`src/btcc_pkg.sv`:
```
package btcc_pkg;

  // ----------------------------------------
  // field widths
  // ----------------------------------------
  localparam int TRIP_W = 2;
  localparam int SET_W = 6;
  localparam int ZONE_W = 3;
  localparam int MUXSEL_W = 4;
  localparam int TIMER_W = 24;

  // ----------------------------------------
  // reset values
  // ----------------------------------------
  localparam logic [SET_W-1:0] CV_RESET = 6'h00;
  localparam logic [ZONE_W-1:0] ZONE_RESET = 3'h0;

  // 200 mV margin, in charge voltage setting steps (25 mV per code)
  localparam int MARGIN_MV = 200;
  localparam int CV_STEP_MV = 25;
  localparam logic [SET_W-1:0] MARGIN_CODES = 6'(MARGIN_MV / CV_STEP_MV);

  // analog monitor channels that need sensor bias
  localparam logic [MUXSEL_W-1:0] MUX_SENSE_CH = 4'h8;
  localparam logic [MUXSEL_W-1:0] MUX_BIAS_CH = 4'h9;

  // ----------------------------------------
  // temperature zones, as reported in temp_zone_status
  // ----------------------------------------
  typedef enum logic [ZONE_W-1:0] {
    BTCC_ZONE_OFF = 3'b000,
    BTCC_ZONE_COLD = 3'b001,
    BTCC_ZONE_COOL = 3'b010,
    BTCC_ZONE_NORMAL = 3'b011,
    BTCC_ZONE_WARM = 3'b100,
    BTCC_ZONE_HOT = 3'b101
  } btcc_zone_t;

  // ----------------------------------------
  // charger states
  // ----------------------------------------
  typedef enum logic [3:0] {
    BTCC_ST_OFF = 4'b0000,
    BTCC_ST_PREQ = 4'b0001,
    BTCC_ST_CC = 4'b0010,
    BTCC_ST_CV = 4'b0011,
    BTCC_ST_TOPOFF = 4'b0100,
    BTCC_ST_DONE = 4'b0101,
    BTCC_ST_JCC = 4'b0110,
    BTCC_ST_JCV = 4'b0111,
    BTCC_ST_PQFLT = 4'b1000,
    BTCC_ST_FCFLT = 4'b1001,
    BTCC_ST_TEMPFLT = 4'b1010
  } btcc_state_t;

  // comparator outputs from the thermistor front end, active when crossed
  typedef struct packed {
    logic hot;
    logic warm;
    logic cool;
    logic cold;
  } btcc_trips_t;

  // threshold selects
  typedef struct packed {
    logic [TRIP_W-1:0] hot;
    logic [TRIP_W-1:0] warm;
    logic [TRIP_W-1:0] cool;
    logic [TRIP_W-1:0] cold;
  } btcc_thresh_t;

  // charger progress conditions from the base charger
  typedef struct packed {
    logic below_pq;
    logic at_cv;
    logic below_term;
    logic need_restart;
  } btcc_chg_cond_t;

endpackage : btcc_pkg

```
`src/btcc_zone_dec.sv`:
```
`timescale 1ns/1ps
// ----------------------------------------
// zone decode from synchronised comparator trips
// ----------------------------------------
module btcc_zone_dec (
  input wire logic core_clk,
  input wire logic rst_n,
  input wire logic clk_en,
  input wire logic enable,
  input wire btcc_pkg::btcc_trips_t trips_async,
  output btcc_pkg::btcc_zone_t zone
);
  import btcc_pkg::*;

  btcc_trips_t meta_q;
  btcc_trips_t sync_q;

  always_ff @(posedge core_clk or negedge rst_n) begin
    if (!rst_n) begin
      meta_q <= '0;
      sync_q <= '0;
    end else if (clk_en) begin
      meta_q <= trips_async;
      sync_q <= meta_q;
    end
  end

  // hot and cold checked first so extreme limits win over warm and cool
  assign zone = !enable ? BTCC_ZONE_OFF :
                sync_q.hot ? BTCC_ZONE_HOT :
                sync_q.cold ? BTCC_ZONE_COLD :
                sync_q.warm ? BTCC_ZONE_WARM :
                sync_q.cool ? BTCC_ZONE_COOL : BTCC_ZONE_NORMAL;

endmodule : btcc_zone_dec

```
`src/btcc_top.sv`:
```
`timescale 1ns/1ps
// Functional notes
// - hot or cold zone moves the charger into temperature fault
// - temperature fault: no charge current, battery kept off the system rail
// - temperature fault only reachable with monitoring enabled
// - temperature fault beats other faults; leaves on disable or normal temperature
// - leaving temperature fault returns to the remembered previous state; with monitoring off a saved twin returns as its normal state
// - charger timers hold during temperature fault and then resume
// - modified charge states only with monitoring enabled
// - warm or cool zone inside hot/cold limits enters modified states
// - modified states use alternate current and voltage settings
// - alternate settings kept separately; may equal the normal ones
// - modified states left on normal temperature or monitoring disabled
// - normal band uses normal settings, no modified state
// - margin violation lowers charge voltage setting and raises config error
// - with monitoring on, sensor voltage compared continuously to thresholds
// - zone reported in status; change raises maskable interrupt
// - four thresholds each chosen by independent two-bit selects
// - sensor bias on when charge input valid and monitoring enabled
// - sensor bias on when monitor mux selects sense or bias node
// - mux selection never disturbs temperature comparators or response
module btcc_top #(
  parameter int TIMER_W = btcc_pkg::TIMER_W
) (
  input wire logic core_clk,
  input wire logic rst_n,
  input wire logic clk_en,
  input wire logic charge_input,
  input wire logic charger_enable,
  input wire logic temp_monitor_enable,
  input wire btcc_pkg::btcc_thresh_t trip_selects,
  input wire btcc_pkg::btcc_trips_t trips_async,
  input wire btcc_pkg::btcc_chg_cond_t chg_cond,
  input wire logic [btcc_pkg::SET_W-1:0] cv_write_data,
  input wire logic cv_write,
  input wire logic [btcc_pkg::SET_W-1:0] constant_current_level,
  input wire logic [btcc_pkg::SET_W-1:0] alt_charge_current_setting,
  input wire logic [btcc_pkg::SET_W-1:0] alt_charge_voltage_setting,
  input wire logic [btcc_pkg::SET_W-1:0] system_rail_target,
  input wire logic [btcc_pkg::MUXSEL_W-1:0] mux_select,
  input wire logic temp_irq_mask,
  input wire logic temp_irq_clear,
  input wire logic cfg_irq_clear,
  input wire logic [TIMER_W-1:0] pq_limit,
  input wire logic [TIMER_W-1:0] fc_limit,
  input wire logic [TIMER_W-1:0] topoff_limit,
  output btcc_pkg::btcc_state_t charger_state,
  output btcc_pkg::btcc_zone_t temp_zone_status,
  output logic temp_zone_change_irq,
  output logic sys_config_error_irq,
  output logic [btcc_pkg::SET_W-1:0] charge_voltage_setting,
  output logic [btcc_pkg::SET_W-1:0] regulation_voltage_level,
  output logic [btcc_pkg::SET_W-1:0] charge_current_out,
  output logic charge_on,
  output logic batt_connect,
  output logic sensor_bias_node,
  output logic [btcc_pkg::TRIP_W*4-1:0] comp_trip_select
);
  import btcc_pkg::*;

  // ----------------------------------------
  // pin synchronisers
  // ----------------------------------------
  logic [1:0] cin_meta_q;
  logic [1:0] cin_sync_q;
  btcc_zone_t zone;

  always_ff @(posedge core_clk or negedge rst_n) begin
    if (!rst_n) begin
      cin_meta_q <= '0;
      cin_sync_q <= '0;
    end else if (clk_en) begin
      cin_meta_q <= {chg_cond.below_pq, charge_input};
      cin_sync_q <= cin_meta_q;
    end
  end

  wire cin_valid = cin_sync_q[0];

  // mux select only feeds the bias, not this decoder
  btcc_zone_dec u_zone (
    .core_clk(core_clk),
    .rst_n(rst_n),
    .clk_en(clk_en),
    .enable(temp_monitor_enable),
    .trips_async(trips_async),
    .zone(zone)
  );

  // ----------------------------------------
  // zone classes
  // ----------------------------------------
  wire zone_extreme = temp_monitor_enable &&
                      (zone == BTCC_ZONE_HOT || zone == BTCC_ZONE_COLD);
  wire zone_modified = temp_monitor_enable &&
                       (zone == BTCC_ZONE_WARM || zone == BTCC_ZONE_COOL);

  function automatic logic is_fast(input btcc_state_t s);
    is_fast = (s == BTCC_ST_CC || s == BTCC_ST_CV ||
               s == BTCC_ST_JCC || s == BTCC_ST_JCV);
  endfunction : is_fast

  function automatic btcc_state_t to_normal(input btcc_state_t s);
    to_normal = (s == BTCC_ST_JCC) ? BTCC_ST_CC :
                (s == BTCC_ST_JCV) ? BTCC_ST_CV : s;
  endfunction : to_normal

  // ----------------------------------------
  // charger state machine
  // ----------------------------------------
  btcc_state_t state_q;
  btcc_state_t state_d;
  btcc_state_t prev_q;
  btcc_state_t base_d;
  logic [TIMER_W-1:0] timer_q;
  logic [TIMER_W-1:0] timer_d;
  logic timer_exp;

  always_comb begin
    // twins fall back to their normal state unless still warm or cool
    base_d = to_normal(state_q);
    case (to_normal(state_q))
      BTCC_ST_OFF: begin
        if (cin_valid && charger_enable && chg_cond.need_restart) begin
          base_d = cin_sync_q[1] ? BTCC_ST_PREQ : BTCC_ST_CC;
        end
      end
      BTCC_ST_PREQ: begin
        if (timer_exp) begin
          base_d = BTCC_ST_PQFLT;
        end else if (!cin_sync_q[1]) begin
          base_d = BTCC_ST_CC;
        end
      end
      BTCC_ST_CC: begin
        if (timer_exp) begin
          base_d = BTCC_ST_FCFLT;
        end else if (chg_cond.at_cv) begin
          base_d = BTCC_ST_CV;
        end
      end
      BTCC_ST_CV: begin
        if (timer_exp) begin
          base_d = BTCC_ST_FCFLT;
        end else if (chg_cond.below_term) begin
          base_d = BTCC_ST_TOPOFF;
        end
      end
      BTCC_ST_TOPOFF: begin
        if (timer_exp) begin
          base_d = BTCC_ST_DONE;
        end
      end
      BTCC_ST_DONE: begin
        if (chg_cond.need_restart) begin
          base_d = BTCC_ST_CC;
        end
      end
      default: base_d = to_normal(state_q);
    endcase
    // fast states take their modified twin while warm or cool
    if (zone_modified && base_d == BTCC_ST_CC) begin
      base_d = BTCC_ST_JCC;
    end else if (zone_modified && base_d == BTCC_ST_CV) begin
      base_d = BTCC_ST_JCV;
    end else begin
      base_d = base_d;
    end
    if (!cin_valid || !charger_enable) begin
      state_d = BTCC_ST_OFF;
    end else if (state_q == BTCC_ST_TEMPFLT) begin
      // a saved twin is not restored once monitoring is off
      state_d = zone_extreme ? BTCC_ST_TEMPFLT :
                temp_monitor_enable ? prev_q : to_normal(prev_q);
    end else if (zone_extreme) begin
      state_d = BTCC_ST_TEMPFLT;
    end else begin
      state_d = base_d;
    end
  end

  // one timer; restarts on entering a new timed phase, held in fault
  wire phase_change = (to_normal(state_d) != to_normal(state_q)) &&
                      !(is_fast(state_d) && is_fast(state_q)) &&
                      state_d != BTCC_ST_TEMPFLT && state_q != BTCC_ST_TEMPFLT;
  wire [TIMER_W-1:0] tlimit = (to_normal(state_q) == BTCC_ST_PREQ) ? pq_limit :
                              (to_normal(state_q) == BTCC_ST_TOPOFF) ? topoff_limit :
                              fc_limit;
  assign timer_exp = (timer_q >= tlimit);

  always_comb begin
    if (state_d == BTCC_ST_OFF || phase_change) begin
      timer_d = '0;
    end else if (state_q == BTCC_ST_TEMPFLT || state_d == BTCC_ST_TEMPFLT) begin
      timer_d = timer_q;
    end else if (!timer_exp) begin
      timer_d = timer_q + TIMER_W'(1);
    end else begin
      timer_d = timer_q;
    end
  end

  always_ff @(posedge core_clk or negedge rst_n) begin
    if (!rst_n) begin
      state_q <= BTCC_ST_OFF;
      prev_q <= BTCC_ST_OFF;
      timer_q <= '0;
    end else if (clk_en) begin
      state_q <= state_d;
      timer_q <= timer_d;
      if (state_d == BTCC_ST_TEMPFLT && state_q != BTCC_ST_TEMPFLT) begin
        prev_q <= state_q;
      end
    end
  end

  // ----------------------------------------
  // charge voltage setting and margin check
  // ----------------------------------------
  logic [SET_W-1:0] cv_q;
  logic cv_cut_q;
  wire [SET_W:0] cv_ceiling = {1'b0, system_rail_target} - {1'b0, MARGIN_CODES};
  wire cv_ceiling_neg = cv_ceiling[SET_W];
  wire cv_over = cv_ceiling_neg || (cv_q > cv_ceiling[SET_W-1:0]);
  wire [SET_W-1:0] cv_fixed = cv_ceiling_neg ? '0 : cv_ceiling[SET_W-1:0];

  always_ff @(posedge core_clk or negedge rst_n) begin
    if (!rst_n) begin
      cv_q <= CV_RESET;
      cv_cut_q <= 1'b0;
    end else if (clk_en) begin
      if (cv_over) begin
        cv_q <= cv_fixed;
      end else if (cv_write) begin
        cv_q <= cv_write_data;
      end
      cv_cut_q <= cv_over;
    end
  end

  // ----------------------------------------
  // status and interrupts
  // ----------------------------------------
  btcc_zone_t zone_q;
  logic tirq_q;
  logic cirq_q;
  wire zone_changed = (zone != zone_q);

  always_ff @(posedge core_clk or negedge rst_n) begin
    if (!rst_n) begin
      zone_q <= btcc_zone_t'(ZONE_RESET);
      tirq_q <= 1'b0;
      cirq_q <= 1'b0;
    end else if (clk_en) begin
      zone_q <= zone;
      // set beats clear
      tirq_q <= (zone_changed && !temp_irq_mask) || (tirq_q && !temp_irq_clear);
      cirq_q <= cv_cut_q || (cirq_q && !cfg_irq_clear);
    end
  end

  // ----------------------------------------
  // outputs
  // ----------------------------------------
  wire in_mod = (state_q == BTCC_ST_JCC || state_q == BTCC_ST_JCV);
  wire charging = (state_q == BTCC_ST_PREQ) || is_fast(state_q) ||
                  (state_q == BTCC_ST_TOPOFF);
  // separate alternate settings chosen only in modified states
  wire [SET_W-1:0] vreg_sel = in_mod ? alt_charge_voltage_setting : cv_q;
  wire [SET_W-1:0] icc_sel = in_mod ? alt_charge_current_setting :
                             constant_current_level;
  wire bias_on = (cin_valid && temp_monitor_enable) ||
                 (mux_select == MUX_SENSE_CH) || (mux_select == MUX_BIAS_CH);

  always_ff @(posedge core_clk or negedge rst_n) begin
    if (!rst_n) begin
      charger_state <= BTCC_ST_OFF;
      temp_zone_status <= btcc_zone_t'(ZONE_RESET);
      temp_zone_change_irq <= 1'b0;
      sys_config_error_irq <= 1'b0;
      charge_voltage_setting <= CV_RESET;
      regulation_voltage_level <= CV_RESET;
      charge_current_out <= '0;
      charge_on <= 1'b0;
      batt_connect <= 1'b1;
      sensor_bias_node <= 1'b0;
      comp_trip_select <= '0;
    end else if (clk_en) begin
      charger_state <= state_q;
      temp_zone_status <= zone_q;
      temp_zone_change_irq <= tirq_q;
      sys_config_error_irq <= cirq_q;
      charge_voltage_setting <= cv_q;
      regulation_voltage_level <= vreg_sel;
      charge_current_out <= charging ? icc_sel : '0;
      charge_on <= charging;
      batt_connect <= (state_q == BTCC_ST_OFF) && !cin_valid;
      sensor_bias_node <= bias_on;
      comp_trip_select <= trip_selects;
    end
  end
endmodule : btcc_top

```
`config.mk`:
```
export PLATFORM = sky130hd
export DESIGN_NAME = btcc_top
export DESIGN_NICKNAME = d
export VERILOG_FILES = /design/src/btcc_pkg.sv /design/src/btcc_zone_dec.sv /design/src/btcc_top.sv
export SDC_FILE = /design/constraint.sdc
export NUM_CORES = 1
export LEC_CHECK = 0
export ABC_AREA = 1
export BUFFER_PORTS_ARGS = -buffer_cell sky130_fd_sc_hd__buf_2
export CAP_MARGIN = 20
export CORE_MARGIN = 2
export CORE_UTILIZATION = 40
export CTS_CLUSTER_SIZE = 16
export DETAILED_ROUTE_END_ITERATION = 10
export GPL_TIMING_DRIVEN = 0
export PLACE_DENSITY_LB_ADDON = 0.2
export SYNTH_ARGS = -nofsm -noshare
export SYNTH_HDL_FRONTEND = slang
export SYNTH_SLANG_ARGS = --single-unit
```
`constraint.sdc`:
```
create_clock -name core_clk -period 3.98 [get_ports core_clk]
set_input_delay 0.597 -clock core_clk [delete_from_list [all_inputs] [get_ports core_clk]]
set_output_delay 0.597 -clock core_clk [all_outputs]
set_load 0.005 [all_outputs]
```
==> qor.json <==
{
  "cells_and_area": {
    "mostFrequentLayoutCell": "nand2_1",
    "layout.nets": 1227,
    "diode_insertion_count_for_antenna_repair": 0,
    "most-common-layout-cells": "275 x nand2_1, 168 x buf_2, 89 x dfrtp_1, 67 x nor2_1, 65 x o21ai_0",
    "layout.filler_cells": 1414,
    "final_area_um2": 8137,
    "drive_above_1_share_pct": 31.09,
    "area.growth.synth_to_final_pct": 35.79
  },
  "global_route": {
    "vias_in_the_first_global_route": 5926,
    "antenna_found_initial": 0,
    "grt_max_degree": 72,
    "final_global_route_overflow_total": 0,
    "global_route.usage.total_pct": 21.14,
    "grt_first_pass_wirelength_mm": 27.79
  },
  "timing": {
    "finalHoldViolations": 0,
    "rsz0062_at_grt": "true",
    "timing.slew.headroom_pct": 42.35,
    "final-setup-viol-count": 0,
    "final.setup_skew_ns": 0.008966,
    "max_freq_mhz": 257.5,
    "min_period_ns": 3.883,
    "min_period_over_period_pct": 97.57,
    "finalMaxSlewViolations": 0,
    "worstMarginPinSlew_ns": 0.8557
  },
  "pwr": {
    "post-layout-total-power_uw": 2813,
    "p_switching_uw": 901.7,
    "p_leak_uw": 0.004216,
    "combPwrFrac_pct": 25.7,
    "power.switching_fraction_pct": 32.05,
    "fraction_of_power_consumed_by_the_clock_network_pct": 31.8,
    "p_per_area_nw_per_um2": 345.7,
    "power.sequential.fraction_pct": 42.5,
    "ir_drop_v": 0.0002461,
    "internal-power_uw": 1911
  },
  "floorplanning": {
    "die_w_um": 126.4,
    "die-area_um2": 15970,
    "die_h_um": 126.4,
    "io_pins": 170,
    "initial_cell_density_of_the_core_pct": 41.07,
    "design.core.area_um2": 14590,
    "placement_rows": 44
  },
  "critical_path": {
    "crit_end": "timer_q[12]$_DFFE_PN0P_",
    "critPathSlowestCell": "dfrtp_2",
    "worst_ep_arrival_time_ns": 4.12,
    "cp-end-kind": "flip-flop",
    "path_class": "flip-flop to flip-flop",
    "critPathMaxFanout": 8,
    "cp_data_required_time_ns": 4.21,
    "cpPeakStageDelay_ns": 0.41,
    "worstReg2RegEnd": "timer_q[12]$_DFFE_PN0P_",
    "regToRegStartpoint": "state_q[2]$_DFFE_PN0P_",
    "reg2reg_slack_ns": 0.1,
    "critPathMostFrequentCell": "nand2_2",
    "cp-startpoint": "state_q[2]$_DFFE_PN0P_",
    "critical_path.startpoint_type": "flip-flop",
    "r2r.worst_path.cells": 32
  },
  "yosys": {
    "ys.warnings.count": 0,
    "postSynthRegisterBits": 94,
    "cell_area_after_synthesis_um2": 5992,
    "postSynthCellCount": 849,
    "syn_nets": 1013,
    "synth_seq_area_share_pct": 39.28,
    "synth_area_per_cell_um2": 7.058,
    "synthDistinctLibCells": 38
  },
  "detailed_routing": {
    "drt_iter0_drc": 331,
    "remaining_drc_errors": 0,
    "finalWirelength_mm": 17.61,
    "via_per_inst": 4.992,
    "vias": 6250,
    "detail_route.wl_per_cell_um": 14.06,
    "ant_nets": 0,
    "drt_first_pass_iters": 5
  },
  "place": {
    "place.detailed.hpwl_mm": 12.65,
    "post_dp_cell_area_um2": 7093,
    "placement.io_buffers": 168,
    "globalplace.congestion": 0.9189
  },
  "cts": {
    "root_buffer": "clkbuf_16",
    "cts_tree": "yes",
    "cts_max_level": 3,
    "cts_max_path_buffers": 2,
    "cts_num_sinks": 94,
    "post_cts_clock_slew_at_the_launch_and_capture_registers_of_the_worst_setup_and_hold_paths_ns": 0.07,
    "cts-buffers-inserted": 9,
    "clkLatencyLatePin_ns": 0.35
  },
  "run": {
    "maxCapViolCount": 0
  },
  "worst_hold_path": {
    "holdCritPathClass": "input port to async pin"
  },
  "run_status": {
    "run_status": "finished clean"
  }
}
==> synth_stat cells, drive strengths merged <==
| cell | count | share of area (%) |
|---|---|---|
| dfstp | 1 | 0.44 |
| a31o | 1 | 0.15 |
| dfrtp | 93 | 39 |
| nand4 | 5 | 0.52 |
| a21oi | 16 | 1.5 |
| inv | 74 | 4.6 |
| o21ai | 85 | 7.1 |
| a21o | 2 | 0.25 |
| xor2 | 12 | 1.8 |
| o211ai | 1 | 0.13 |
| mux2i | 6 | 1.0 |
| buf | 8 | 0.81 |
| xnor2 | 5 | 0.73 |
| nand2 | 302 | 19 |
| a41oi | 1 | 0.15 |
| nor4 | 4 | 0.42 |
| or3b | 1 | 0.15 |
| nand3b | 3 | 0.38 |
| o21bai | 1 | 0.13 |
| o31ai | 3 | 0.38 |
| clkbuf | 20 | 1.3 |
| nor2 | 92 | 6.2 |
| nor3 | 9 | 1.0 |
| nand3 | 68 | 5.8 |
| ha | 32 | 6.7 |
| a31oi | 4 | 0.42 |
==> critical path: cells and delay by family, from the launching register on <==
kind	cells	cell delay [ns]
AO/OA/AOI/OAI	3	0.50
adder cells (fa/ha/maj)	1	0.27
buffers and inverters	8	0.77
flip-flops	1	0.41
AND/OR/NAND/NOR	20	1.81
==> registers in the layout (all words and copies together), names as in the netlist, 2 cells and up <==
name	count
regulation_voltage_level	6
charge_voltage_setting	6
prev_q	4
charge_current_out	6
zone_q	3
cin_sync_q	2
state_q	4
cv_q	6
cin_meta_q	2
u_zone.meta_q	4
charger_state	4
timer_q	24
u_zone.sync_q	4
temp_zone_status	3
comp_trip_select	8
==> power groups by stage <==
stage	logic [uW]	clock network (uW)	registers (uW)
finish	722	894	1200
global placement	640	0	1210
CTS	672	902	1200
global route	825	941	1210
floorplan	380	0	1190
detailed placement	658	0	1210
==> area by class of cell <==
class	count	area, um^2	area share [%]
sequential	94	2359	28.99
clock buffer	11	242.7	2.983
timing repair buffer	202	1200	14.75
clock inverter	5	63.81	0.7843
tap	184	230.2	2.829
inverter	74	302.8	3.721
multi-input combinational	654	3538	43.49
buffer	28	200.2	2.460
==> logic make-up after synthesis <==
logic type | after synthesis | share of synthesized area (%)
AND/OR/NAND/NOR | 484 | 33.64
AO/OA/AOI/OAI | 114 | 10.21
buffers and inverters | 102 | 6.703
flip-flops | 94 | 39.28
adder cells (fa/ha/maj) | 32 | 6.682
XOR/XNOR | 17 | 2.485
multiplexers | 6 | 1.002
==> routing by layer <==
metal	share of wire [%]	vias to the layer above	global-route usage, %
met2	48	214	35.99
met3	6.6	26	3.796
met5	0	-	0
met1	43	2833	27.25
met4	2.0	0	6.981
li1	-	3177	-
==> what timing repair did <==
item,in CTS,in global routing
buffers inserted,8,19
setup endpoints to repair,28,28
resized for setup,41,112
gates cloned,1,6
pin swaps,4,23
hold buffers,0,0
==> worst min-delay path by stage <==
| stage | start | end |
|---|---|---|
| 6_report | rst_n | charge_voltage_setting[0]$_DFFE_PN0P_ |
| 3_5_place_dp | cirq_q$_DFFE_PN0P_ | sys_config_error_irq$_DFFE_PN0P_ |
| 5_1_grt | rst_n | charge_voltage_setting[0]$_DFFE_PN0P_ |
| 4_1_cts | rst_n | charge_voltage_setting[0]$_DFFE_PN0P_ |
| 3_3_place_gp | sys_config_error_irq$_DFFE_PN0P_ | sys_config_error_irq$_DFFE_PN0P_ |
| 2_1_floorplan | rst_n | charge_current_out[0]$_DFFE_PN0P_ |
==> through the flow <==
stage / cells / hold WS, ns / TNS [ns] / setup WS (ns) / util (%)
after floorplan: 849 / 0.3014 / 0 / 0.3888 / -
final: 1252 / 0.1483 / 0 / 0.09683 / 55.77
after global routing: 1252 / 0.1697 / -2.168 / -0.1155 / 55.77
after global placement: 1201 / 0.4511 / -18.52 / -0.7964 / 48.41
after CTS: 1227 / 0.1621 / 0 / 0.006983 / 51.87
after detailed placement: 1202 / 0.4549 / -18.44 / -0.7842 / 48.62
(Power assumes the default switching activity.)
